===== src/logic/eeprom_lock_cfg.svh =====
// timing, geometry and key-table constants for the eeprom lock host
`ifndef EEPROM_LOCK_CFG_SVH
`define EEPROM_LOCK_CFG_SVH
`define CLK_MHZ            20
`define READ_DELAY_US      1
`define WRITE_DELAY_5V_MS  5
`define WRITE_DELAY_3V_MS  10
`define PAGE_WINDOW_NS     100000
`define WRITE_CYCLE_US     10000
`define STROBE_CYCLES      3
`define ADDR_W             15
`define PAGE_LSB           6
`define KEY_DEPTH          8
`define KEY_IDX_W          3
`define ENABLE_KEY_LEN     3'h3
`define DISABLE_KEY_LEN    3'h6
`define DISABLE_KEY_BASE   3'h0
`define ENABLE_KEY_BASE    3'h0
`endif


===== src/logic/eeprom_lock_pkg.sv =====
// types for the eeprom lock host
package eeprom_lock_pkg;
    typedef enum logic [1:0] {
        CMD_WRITE,
        CMD_LOCK,
        CMD_UNLOCK,
        CMD_READ
    } cmd_t;
    typedef enum {
        ST_POWERUP,
        ST_IDLE,
        ST_SETUP,
        ST_STROBE,
        ST_GAP,
        ST_READ,
        ST_PROGRAM
    } state_t;
endpackage


===== src/logic/key_table.sv =====
// small key table memory: address and data of each key byte, registered out
`include "eeprom_lock_cfg.svh"
`timescale 1ns/10ps
`default_nettype none
module key_table #(
    parameter int IDX_W = `KEY_IDX_W
) (
    // clock
    input  wire logic               clk,
    // write port, loaded by the user before a keyed burst
    input  wire logic               wrEn,
    input  wire logic [IDX_W-1:0]   wrIdx,
    input  wire logic [22:0]        wrWord,
    // read port
    input  wire logic [IDX_W-1:0]   rdIdx,
    output logic      [22:0]        rdWord
);
    logic [22:0] mem [2**IDX_W];
    // storage and registered read
    always_ff @(posedge clk) begin
        if (wrEn) begin
            mem[wrIdx] <= wrWord;
        end
        rdWord <= mem[rdIdx];
    end
endmodule // key_table
`default_nettype wire


===== src/logic/eeprom_lock_host.sv =====
// host controller driving the eeprom pins for keyed lock and unlock bursts
//
// Notes on behaviour
// - Lock is one page burst of three key bytes in three pages.
// - Unlock is one page burst of six key bytes over different pages.
// - A write while locked is the enable key followed by the data byte.
// - The host waits at least 1 us after power-up before reading.
// - The host waits 5 ms (5 V) or 10 ms (3 V) before any write.
// - Data bytes of a burst share address bits 14 to 6.
// - Bytes of a burst come closer than the page-load window.
`include "eeprom_lock_cfg.svh"
`timescale 1ns/10ps
`default_nettype none
module eeprom_lock_host #(
    parameter bit LOW_VOLT     = 1'b0,
    parameter int WRITE_WAIT   = (LOW_VOLT ? `WRITE_DELAY_3V_MS
                                  : `WRITE_DELAY_5V_MS) * 1000 * `CLK_MHZ,
    parameter int PROG_WAIT    = `WRITE_CYCLE_US * `CLK_MHZ
) (
    // clock and reset
    input  wire logic                  clk,
    input  wire logic                  rstn,
    // key table loading
    input  wire logic                  keyWrEn,
    input  wire logic [`KEY_IDX_W-1:0] keyWrIdx,
    input  wire logic [`ADDR_W-1:0]    keyWrAddr,
    input  wire logic [7:0]            keyWrData,
    // user command
    input  wire logic                  cmdValid,
    input  wire eeprom_lock_pkg::cmd_t cmdKind,
    input  wire logic [`ADDR_W-1:0]    cmdAddr,
    input  wire logic [7:0]            cmdData,
    output logic                       cmdReady,
    output logic                       done,
    output logic [7:0]                 readData,
    // memory pins
    output logic [`ADDR_W-1:0]         memAddr,
    output logic                       chipEnN,
    output logic                       outEnN,
    output logic                       writeEnN,
    output logic [7:0]                 dqOut,
    output logic                       dqOeN,
    input  wire logic [7:0]            dqIn
);
    localparam int READ_WAIT = `READ_DELAY_US * `CLK_MHZ;
    localparam int GAP_CYC   = `PAGE_WINDOW_NS * `CLK_MHZ / 1000 / 2;
    localparam int CNT_W     = $clog2(WRITE_WAIT + PROG_WAIT + 2*GAP_CYC + 2);
    eeprom_lock_pkg::state_t state, next_state;
    logic [CNT_W-1:0]        cnt, next_cnt;
    logic [`KEY_IDX_W-1:0]   idx, next_idx;
    logic [`KEY_IDX_W-1:0]   keyLen, next_keyLen;
    logic                    withData, next_withData;
    logic                    dataPhase, next_dataPhase;
    logic                    isRead, next_isRead;
    logic [`ADDR_W-1:0]      uAddr, next_uAddr;
    logic [7:0]              uData, next_uData;
    logic [`ADDR_W-1:0]      next_memAddr;
    logic [7:0]              next_dqOut, next_readData;
    logic                    next_ce, next_oe, next_we, next_dqOeN;
    logic                    next_cmdReady, next_done;
    logic [7:0]              dqSync1, dqSync2;
    logic [22:0]             keyWord;
    // counter compare shared by every wait
    function automatic logic reached(input logic [CNT_W-1:0] c, input int n);
        return c >= CNT_W'(n);
    endfunction
    key_table #(.IDX_W(`KEY_IDX_W)) keys (
        .clk    (clk),
        .wrEn   (keyWrEn),
        .wrIdx  (keyWrIdx),
        .wrWord ({keyWrAddr, keyWrData}),
        .rdIdx  (next_idx), // read ahead so setup sees the entry of idx
        .rdWord (keyWord)
    );
    // two-stage synchroniser for the data pins
    always_ff @(posedge clk or negedge rstn) begin
        if (!rstn) begin
            dqSync1 <= 8'h00;
            dqSync2 <= 8'h00;
        end else begin
            dqSync1 <= dqIn;
            dqSync2 <= dqSync1;
        end
    end

    // sequencer next values
    always_comb begin
        next_state     = state;
        next_cnt       = cnt + 1'b1;
        next_idx       = idx;
        next_keyLen    = keyLen;
        next_withData  = withData;
        next_dataPhase = dataPhase;
        next_isRead    = isRead;
        next_uAddr     = uAddr;
        next_uData     = uData;
        next_memAddr   = memAddr;
        next_dqOut     = dqOut;
        next_readData  = readData;
        next_ce        = chipEnN;
        next_oe        = outEnN;
        next_we        = writeEnN;
        next_dqOeN     = dqOeN;
        next_cmdReady  = 1'b0;
        next_done      = 1'b0;
        case (state)
            eeprom_lock_pkg::ST_POWERUP: begin
                // no access until both power-up delays pass
                // the lock state is unknown, so nothing is assumed
                if (reached(cnt, WRITE_WAIT) && reached(cnt, READ_WAIT)) begin
                    next_state    = eeprom_lock_pkg::ST_IDLE;
                    next_cmdReady = 1'b1;
                end
            end
            eeprom_lock_pkg::ST_IDLE: begin
                next_cmdReady = 1'b1;
                next_cnt      = '0;
                if (cmdValid && cmdReady) begin
                    next_cmdReady  = 1'b0;
                    next_uAddr     = cmdAddr;
                    next_uData     = cmdData;
                    next_isRead    = cmdKind == eeprom_lock_pkg::CMD_READ;
                    next_withData  = cmdKind == eeprom_lock_pkg::CMD_WRITE;
                    next_dataPhase = 1'b0;
                    next_state     = eeprom_lock_pkg::ST_SETUP;
                    // keyed write: enable key then data
                    next_idx    = `ENABLE_KEY_BASE;
                    next_keyLen = `ENABLE_KEY_LEN;
                    if (cmdKind == eeprom_lock_pkg::CMD_UNLOCK) begin
                        next_idx    = `DISABLE_KEY_BASE;
                        next_keyLen = `DISABLE_KEY_LEN;
                    end
                end
            end
            eeprom_lock_pkg::ST_SETUP: begin
                // key word was read ahead, so it belongs to idx here
                next_ce = 1'b0;
                next_cnt = '0;
                if (isRead) begin
                    next_memAddr = uAddr;
                    next_oe      = 1'b0;
                    next_dqOeN   = 1'b1;
                    next_state   = eeprom_lock_pkg::ST_READ;
                end else begin
                    next_oe = 1'b1;
                    next_we = 1'b0;
                    next_dqOeN = 1'b0;
                    next_state = eeprom_lock_pkg::ST_STROBE;
                    if (dataPhase) begin
                        next_memAddr = uAddr;
                        next_dqOut   = uData;
                    end else begin
                        next_memAddr = keyWord[22:8];
                        next_dqOut   = keyWord[7:0];
                    end
                end
            end
            eeprom_lock_pkg::ST_STROBE: begin
                if (reached(cnt, `STROBE_CYCLES - 1)) begin
                    next_we    = 1'b1; // data latched on the rising edge
                    next_ce    = 1'b1;
                    next_cnt   = '0;
                    next_state = eeprom_lock_pkg::ST_GAP;
                end
            end
            eeprom_lock_pkg::ST_GAP: begin
                next_dqOeN = 1'b1;
                // bytes stay within the page-load window
                if (reached(cnt, 1)) begin
                    next_cnt = '0;
                    if (!dataPhase && idx + 1'b1 < keyLen) begin
                        next_idx   = idx + 1'b1;
                        next_state = eeprom_lock_pkg::ST_SETUP;
                    end else if (!dataPhase && withData) begin
                        // one data byte, never two pages
                        next_dataPhase = 1'b1;
                        next_state     = eeprom_lock_pkg::ST_SETUP;
                    end else begin
                        next_state = eeprom_lock_pkg::ST_PROGRAM;
                    end
                end
                if (reached(cnt, GAP_CYC)) begin
                    next_state = eeprom_lock_pkg::ST_PROGRAM;
                end
            end
            eeprom_lock_pkg::ST_READ: begin
                if (reached(cnt, `STROBE_CYCLES + 2)) begin
                    next_readData = dqSync2;
                    next_oe       = 1'b1;
                    next_ce       = 1'b1;
                    next_done     = 1'b1;
                    next_state    = eeprom_lock_pkg::ST_IDLE;
                end
            end
            eeprom_lock_pkg::ST_PROGRAM: begin
                // wait the full window, then the write cycle
                if (reached(cnt, 2 * GAP_CYC + PROG_WAIT)) begin
                    next_done  = 1'b1;
                    next_state = eeprom_lock_pkg::ST_IDLE;
                end
            end
            default: next_state = eeprom_lock_pkg::ST_POWERUP;
        endcase
    end

    // sequencer registers
    always_ff @(posedge clk or negedge rstn) begin
        if (!rstn) begin
            state     <= eeprom_lock_pkg::ST_POWERUP;
            cnt       <= '0;
            idx       <= '0;
            keyLen    <= '0;
            withData  <= 1'b0;
            dataPhase <= 1'b0;
            isRead    <= 1'b0;
            uAddr     <= '0;
            uData     <= 8'h00;
            memAddr   <= '0;
            dqOut     <= 8'h00;
            readData  <= 8'h00;
            chipEnN   <= 1'b1;
            outEnN    <= 1'b1;
            writeEnN  <= 1'b1;
            dqOeN     <= 1'b1;
            cmdReady  <= 1'b0;
            done      <= 1'b0;
        end else begin
            state     <= next_state;
            cnt       <= next_cnt;
            idx       <= next_idx;
            keyLen    <= next_keyLen;
            withData  <= next_withData;
            dataPhase <= next_dataPhase;
            isRead    <= next_isRead;
            uAddr     <= next_uAddr;
            uData     <= next_uData;
            memAddr   <= next_memAddr;
            dqOut     <= next_dqOut;
            readData  <= next_readData;
            chipEnN   <= next_ce;
            outEnN    <= next_oe;
            writeEnN  <= next_we;
            dqOeN     <= next_dqOeN;
            cmdReady  <= next_cmdReady;
            done      <= next_done;
        end
    end
endmodule // eeprom_lock_host
`default_nettype wire


===== config.mk =====
export PLATFORM = sky130hd
export DESIGN_NAME = eeprom_lock_host
export DESIGN_NICKNAME = d
export VERILOG_FILES = /design/src/logic/eeprom_lock_pkg.sv /design/src/logic/key_table.sv /design/src/logic/eeprom_lock_host.sv
export VERILOG_INCLUDE_DIRS = /design/src /design/src/logic
export SDC_FILE = /design/constraint.sdc
export NUM_CORES = 1
export LEC_CHECK = 0
export ABC_AREA = 1
export BUFFER_PORTS_ARGS = -buffer_cell sky130_fd_sc_hd__buf_2
export CAP_MARGIN = 20
export CORE_ASPECT_RATIO = 0.7
export CORE_MARGIN = 5
export CORE_UTILIZATION = 54
export DETAILED_ROUTE_END_ITERATION = 10
export GPL_TIMING_DRIVEN = 0
export PLACE_DENSITY = 0.87
export SLEW_MARGIN = 20
export SYNTH_ARGS = -nofsm -noshare
export SYNTH_HDL_FRONTEND = slang
export SYNTH_SLANG_ARGS = --single-unit
export TNS_END_PERCENT = 5

===== constraint.sdc =====
create_clock -name clk -period 2.1 [get_ports clk]
set_input_delay 0.42 -clock clk [delete_from_list [all_inputs] [get_ports clk]]
set_output_delay 0.42 -clock clk [all_outputs]
set_load 0.01 [all_outputs]

==> results.md, run 1 <==
* Initial antenna violation count at 1
* Synth warn at 0
* Vias in the first global route at roughly 10000
* P per Cell Area at ~760 nW/um^2
* Synthesized area per cell at ~9.6 sq um
* Synth cell types at 42
* Synth Instances at 1409
* Switching pwr at around 2600 uW
* Routed len/inst at 20.5 microns
* Least-Margin Pin Slew at around 0.9 ns
* CTS tree: built
* Largest net degree at the start of global routing at 64
* Std-Cell Rows at 48
* Crit start category: flop
* H-tree depth at 1
* Main synth FF type: edfxtp_1
* HPWL Detailed at 23.4 mm
* Post-synth top cells: nand2_1 (393), inv_1 (225), nand3_1 (197)
* Worst endpoint required time at roughly 2.6 ns
* Netlist area before placement at around 14000 sq um
* ANT nets after route at 0
* IO Pins at 100
* DR iter-0 viols at 1545
* Register area share after synthesis at 64.2%
* Fin util at between 60% and 70%
* Die W at 199 microns
* Post-synth top area share at a little over 40%
* Hold Startpoint: cmdAddr[9]
* DIE HEIGHT at roughly 140 microns
* Slew Limit Fails at 0
* Placed cell areas at approximately 15000 sq um
* Reg-to-reg endpoint: keys.rdWord[11]
* Hold Crit Depth at 3
* Setup TNS at -14.27 ns
* Drt pass-1 iters at 6
* Peak supply drop at ~0.73 mV
* Global route overflow at 0
* Final Hold Vio Count at 0
* Crit share post-route at 129%
* Die area at roughly 28000 sq um
* Fmax at 369 MHz
* Post-synth ARST share at around a third
* GR Util met1 at 34.9%
* Syn nets at around 1500
* Area added between synthesis and finish at 23.7%
* Share of cells above drive strength 1 at around 20%
* Most frequent cell after synthesis: nand2_1
* Met2 Use GR at roughly 40%
* Fin nets at around 1600
* Worst EP arrival at roughly 3.2 ns
* Area leader, netlist: edfxtp_1
* Status: finished with violations
* Period minus WS final at between 2 and 3 ns
* Via/cell ratio at 5.76
* Worst hold path class: primary input to flop
* Post-synth EDFFs at between 150 and 200
* Clk_lat worst skew at between 0.5 and 0.6 ns
* Drt drc at 0
* GR peak layer: met2
* Max_cap viols at 0
* Clk root buf: clkbuf_16
* CP endpoint kind: flop
* Sw frac at between 20 and 25%
* Comb power frac at under 10%
* DR vias at between 10000 and 15000
* Reg-to-reg slack, setup at -0.61 ns
* First-pass GRT wire length at 55.1 mm
* Clock buffer depth at 3
* Clock Skew at 0.0149 ns
* Failing checks: negative setup slack
* Final instance area at around 17000 sq um
* Hold worst-path end: uAddr[9]
* Slew margin rel. at approximately two fifths
* Starting density of the core at between 50% and 60%
* Leakage Power at 0.00786 uW
* Routability Congestion at a little over 0.9
* Clock Sinks at 314
* Part of the power in the clock network at 44.0%
* P_int at about 10000 uW
* Sequential power share at between 50% and 60%
* CORE AREA at 24600 sq um
* RSZ-0062 raised after global routing: yes
* Crit path kind: flop to flop
* R2R depth at 13
* Setup violators final at 39
* Register bit total from synthesis at 314
* Largest cells by area after synthesis: edfxtp_1 (41%), dfrtp_1 (19%), nand2_1 (11%)
* Final Power at ~13000 uW
* IO Port Bufs at 99
* CP Max Fanout at 10
* Hold Slack at between 0.06 and 0.07 ns
* Drt total wl at 39.4 mm
* Final WS setup at -0.613 ns
* Total track usage at 24.8%
* Worst r2r src: idx[0]
* Total CTS buffers at 29
* GR Util met3 at under 10%
* Worst-path clk slew at roughly 0.070 ns
layout by cell type, fill, tap and decap left out, drive strengths merged, types with 2 or more instances in the layout:
cell / instances
nand2: 396
inv: 237
nand3: 197
edfxtp: 184
buf: 160
dfrtp: 103
nor2: 78
clkbuf: 67
o21ai: 44
nor3: 27
dfxtp: 23
a31oi: 9
dlygate4sd3: 9
xor2: 9
clkinv: 8
a21oi: 7
ha: 6
nand4: 4
dfstp: 4
o22ai: 3
nor3b: 3
bufinv: 3
nor4: 2
o21bai: 2
clkinvlp: 2
or2: 2
cells by family after synthesis:
logic type	synth area share (%)
buf+inv	9.21
simple gates	22.5
fa+ha+maj	0.556
compound gates	2.93
xor+xnor	0.648
flops	64.2
layout make-up:
| type | count | area [sq um] |
|---|---|---|
| Clock buffer | 39 | 857 |
| Timing Repair Buffer | 136 | 1120 |
| Inverter | 235 | 886 |
| Multi-Input combinational cell | 799 | 3940 |
| Tap cell | 325 | 407 |
| Fill cell | 1688 | 7910 |
| Sequential cell | 314 | 8670 |
| Antenna cell | 1 | 2.50 |
| Buffer | 61 | 664 |
| Clock inverter | 15 | 163 |
stage by stage:
step / instances / setup slack (ns)
floorplan: 1409 / -0.0813
global placement: 1833 / -0.798
detailed placement: 1839 / -0.587
CTS: 1907 / -0.383
global route: 1924 / -0.638
finish: 1925 / -0.613
how the worst max path moves through the flow:
stage | slack [ns] | end | start
floorplan | -0.08 | keys.rdWord[10] | idx[0]
global placement | -0.80 | keys.mem[0][3] | keyWrIdx[0]
detailed placement | -0.59 | keys.rdWord[0] | idx[0]
CTS | -0.38 | keys.rdWord[22] | idx[0]
global route | -0.64 | keys.rdWord[11] | idx[0]
finish | -0.61 | keys.rdWord[11] | idx[0]
state kept, by name, indices dropped and copies added, names as in the netlist, 3 cells and up:
register,count
keys.mem,184
keys.rdWord,23
cnt,19
memAddr,15
uAddr,15
dqOut,8
dqSync1,8
dqSync2,8
readData,8
uData,8
idx,3
keyLen,3
state,3
power groups by stage:
stage,sequential (uW),clock [uW],combinational (uW)
floorplan,6850,0,113
global placement,6850,0,284
detailed placement,6850,0,340
CTS,6730,5600,357
global route,6740,5870,409
finish,6730,5590,370
critical path, stage by stage (launching register included):
cell      delay [ns]
dfrtp_1         0.43
ha_4            0.19
xor2_2          0.20
ha_4            0.23
a21boi_4        0.15
nor2_4          0.18
nand2_1         0.12
a21oi_1         0.17
o21ai_0         0.14
nand2_2         0.15
buf_12          0.13
clkbuf_2        0.30
nand2_1         0.15
nand2_2         0.12
repair_timing:
action                                  CTS  global route
gates resized for setup                  42            94
pin swaps                                 0            26
hold buffers                              9             0
hold endpoints to repair                 52             0
cloned                                    0            11
endpoints found under the setup margin   68            96
buffers inserted                          5             6
layer usage:
metal | wire length, microns | vias to the layer above | share of wire [%]
met5 | 11 | - | 0.028
met3 | 4910 | 170 | 12
met4 | 1870 | 2 | 4.8
met1 | 14600 | 5242 | 37
met2 | 18000 | 829 | 46
li1 | - | 4851 | -
Power figures use the tool's default switching activity.
==> run 2: changes to the inputs <==
--- a/config.mk
+++ b/config.mk
@@ -15,6 +15,7 @@
 export DETAILED_ROUTE_END_ITERATION = 10
 export GPL_TIMING_DRIVEN = 0
 export PLACE_DENSITY = 0.87
+export SETUP_SLACK_MARGIN = 0.1
 export SLEW_MARGIN = 20
 export SYNTH_ARGS = -nofsm -noshare
 export SYNTH_HDL_FRONTEND = slang
==> run 2 against run 1 <==
  * The flow still finishes with violations (negative setup slack)
  * Clock power is essentially flat
  * First-iteration DRC count rose by 1.2%
  * Register-to-register slack about the same
  * Worst hold slack barely moved
  * Sequential power about the same
  * Core utilization hardly changed
  * Largest cell class unchanged
  * Largest power group unchanged
  * Highest routed layer unchanged
==> results.md, run 2 (synthesis results as in run 1) <==
* Drt drc at 0 (unchanged)
* Area added between synthesis and finish at 23.6% (was 23.7%)
* Drt pass-1 iters at 6 (unchanged)
* CP endpoint kind: flop (unchanged)
* Final Power at 12700 uW (about the same)
* Routed wl met3 at 4.93 mm (was 4.91 mm)
* CORE AREA at 24600 sq um (unchanged)
* Clock Sinks at 314 (unchanged)
* Die area at 28300 sq um (unchanged)
* Routed len/inst at 20.4 microns (was 20.5 microns)
* Clk_lat worst skew at 0.56 ns (about the same)
* Via/cell ratio at 5.75 (was 5.76)
* Std-Cell Rows at 48 (unchanged)
* DR WL met2 at 18.1 mm (was 18.0 mm)
* Setup violators final at 41 (was 39)
* ANT nets after route at 0 (unchanged)
* Total track usage at 24.8% (about the same)
* Die W at 199 microns (unchanged)
* Highest metal used: met5 (unchanged)
* Total CTS buffers at 29 (unchanged)
* Fin nets at 1645 (unchanged)
* HPWL Detailed at 23.4 mm (unchanged)
* DR iter-0 viols at 1564 (was 1545)
* Starting density of the core at 54.9% (unchanged)
* P per Cell Area at 760 nW/um^2 (was 759 nW/um^2)
* CTS tree: built (unchanged)
* RSZ-0062 raised after global routing: yes (unchanged)
* Final WS setup at -0.606 ns (was -0.613 ns)
* Leakage Power at 0.00787 uW (was 0.00786 uW)
* DR vias at 11067 (was 11094)
* Worst endpoint required time at 2.54 ns (was 2.59 ns)
* Most frequent cells in the layout: nand2_1 (368), inv_1 (225), edfxtp_1 (184) (unchanged)
* Crit path kind: flop to flop (unchanged)
* CP Max Fanout at 5 (was 10)
* Worst EP arrival at 3.15 ns (was 3.21 ns)
* Placed cell areas at 14700 sq um (unchanged)
* Share of cells above drive strength 1 at 20.3% (was 20.1%)
* Largest Register: keys.mem (unchanged)
* Final instance area at 16700 sq um (about the same)
* Drt total wl at 39.3 mm (was 39.4 mm)
* M1 WL at 14.4 mm (was 14.6 mm)
* Clock buffer depth at 3 (unchanged)
* Slew margin rel. at 39.7% (was 39.9%)
* Setup TNS at -15.36 ns (was -14.27 ns)
* Vias in the first global route at 10486 (was 10480)
* Largest net degree at the start of global routing at 64 (unchanged)
* First-pass GRT wire length at 55.1 mm (about the same)
* Clock Skew at 0.0111 ns (was 0.0149 ns)
* Slew Limit Fails at 0 (unchanged)
* Worst hold path class: primary input to flop (unchanged)
* Max_cap viols at 0 (unchanged)
* # fillers at 1691 (was 1688)
* Max reg flops at 184 (unchanged)
* Pre-CTS setup slack at -0.587 ns (unchanged)
* Crit start category: flop (unchanged)
* Final Hold Vio Count at 0 (unchanged)
* Worst-path clk slew at 0.07 ns (about the same)
* Peak supply drop at 0.731 mV (about the same)
* IO Pins at 100 (unchanged)
* Global route overflow at 0 (unchanged)
* Regs by FF count: keys.mem (184), keys.rdWord (23), cnt (19) (unchanged)
* Status: finished with violations (unchanged)
* Least-Margin Pin Slew at 0.903 ns (was 0.899 ns)
* IO Port Bufs at 99 (unchanged)
* R2R depth at 16 (was 13)
* Hold Crit Depth at 3 (unchanged)
* Fmax at 370 MHz (was 369 MHz)
* H-tree depth at 1 (unchanged)
* DIE HEIGHT at 142 microns (unchanged)
* Routability Congestion at 0.907 (unchanged)
* Initial antenna violation count at 1 (unchanged)
* Crit share post-route at 129% (about the same)
* Most common cell after layout, fill and taps aside: nand2_1 (unchanged)
* Period minus WS final at 2.71 ns (about the same)
* Failing checks: negative setup slack (unchanged)
* Clk root buf: clkbuf_16 (unchanged)
[run 2: cell types whose count changed in the layout (fill, tap and decap cells not counted)]
cell / change
clkinvlp_4: -1
inv_2: -1
clkbuf_4: -1
clkbuf_2: +2
clkinv_2: +2
nor2_2: +1
nor2_1: -1
buf_6: -1
buf_2: +2
nor3_2: -1
nor3_1: +1
buf_4: +1
clkbuf_1: -3
[run 2: where the power goes]
group          internal [uW]  leakage (uW)  total (uW)  switching (uW)
logic                    119       0.00411         368             249
clock network           3250      0.000506        5590            2340
registers               6690       0.00325        6730            40.1
[run 2: cell type report]
type	instances	area, sq um	share of cell area (%)
Antenna cell	1	2.50	0.0150
Buffer	61	662	3.96
Clock buffer	39	857	5.13
Clock inverter	15	163	0.974
Inverter	235	885	5.30
Multi-Input combinational cell	799	3930	23.5
Sequential cell	314	8670	51.9
Tap cell	325	407	2.43
Timing Repair Buffer	136	1120	6.73
[run 2: critical path: stages, from the launching register on]
cell       delay, ns
dfrtp_1         0.45
ha_4            0.20
xor2_2          0.20
ha_4            0.24
a21boi_4        0.15
nor2_4          0.17
nand3_2         0.11
nand2_2         0.10
nand2_4         0.12
nand2_8         0.14
clkbuf_16       0.17
clkbuf_16       0.15
nand2_1         0.04
nand3_1         0.07
nand2_1         0.08
nand2_1         0.10
nand2_2         0.10
[run 2: per-layer routing]
metal  up-vias  GRT usage, %
met1      5169          34.7
met2       859          39.8
met5         -             0
met3       190          4.42
li1       4847             -
met4         2          8.38
[run 2: repair_timing]
| action | CTS | global route |
|---|---|---|
| gates cloned | 0 | 11 |
| hold endpoints to repair | 52 | 0 |
| resized for setup | 47 | 92 |
| endpoints found under the setup margin | 96 | 99 |
| buffers inserted | 5 | 6 |
| pin swaps | 0 | 27 |
| hold buffers | 9 | 0 |
[run 2: metrics by stage]
step	hold slack, ns	std cells	util [%]
final	0.0639	1925	67.8
after CTS	0.0519	1907	65.1
after global routing	0.0678	1924	67.8
after detailed placement	0.338	1839	59.8
after floorplan	0.124	1409	-
after global placement	0.333	1833	58.9
[run 2: path summary, 6_finish.rpt]
| kind | endpoint | slack (ns) | from |
|---|---|---|---|
| worst max-delay path | keys.rdWord[11] | -0.61 | idx[0] |
| worst min-delay path | uAddr[9] | 0.06 | cmdAddr[9] |
| worst max register to register | keys.rdWord[11] | -0.61 | idx[0] |
| worst min register to register | dqSync2[5] | 0.35 | dqSync1[5] |
| max in group asynchronous | outEnN | 1.02 | rstn |
| min in group asynchronous | dqOut[5] | 0.36 | rstn |
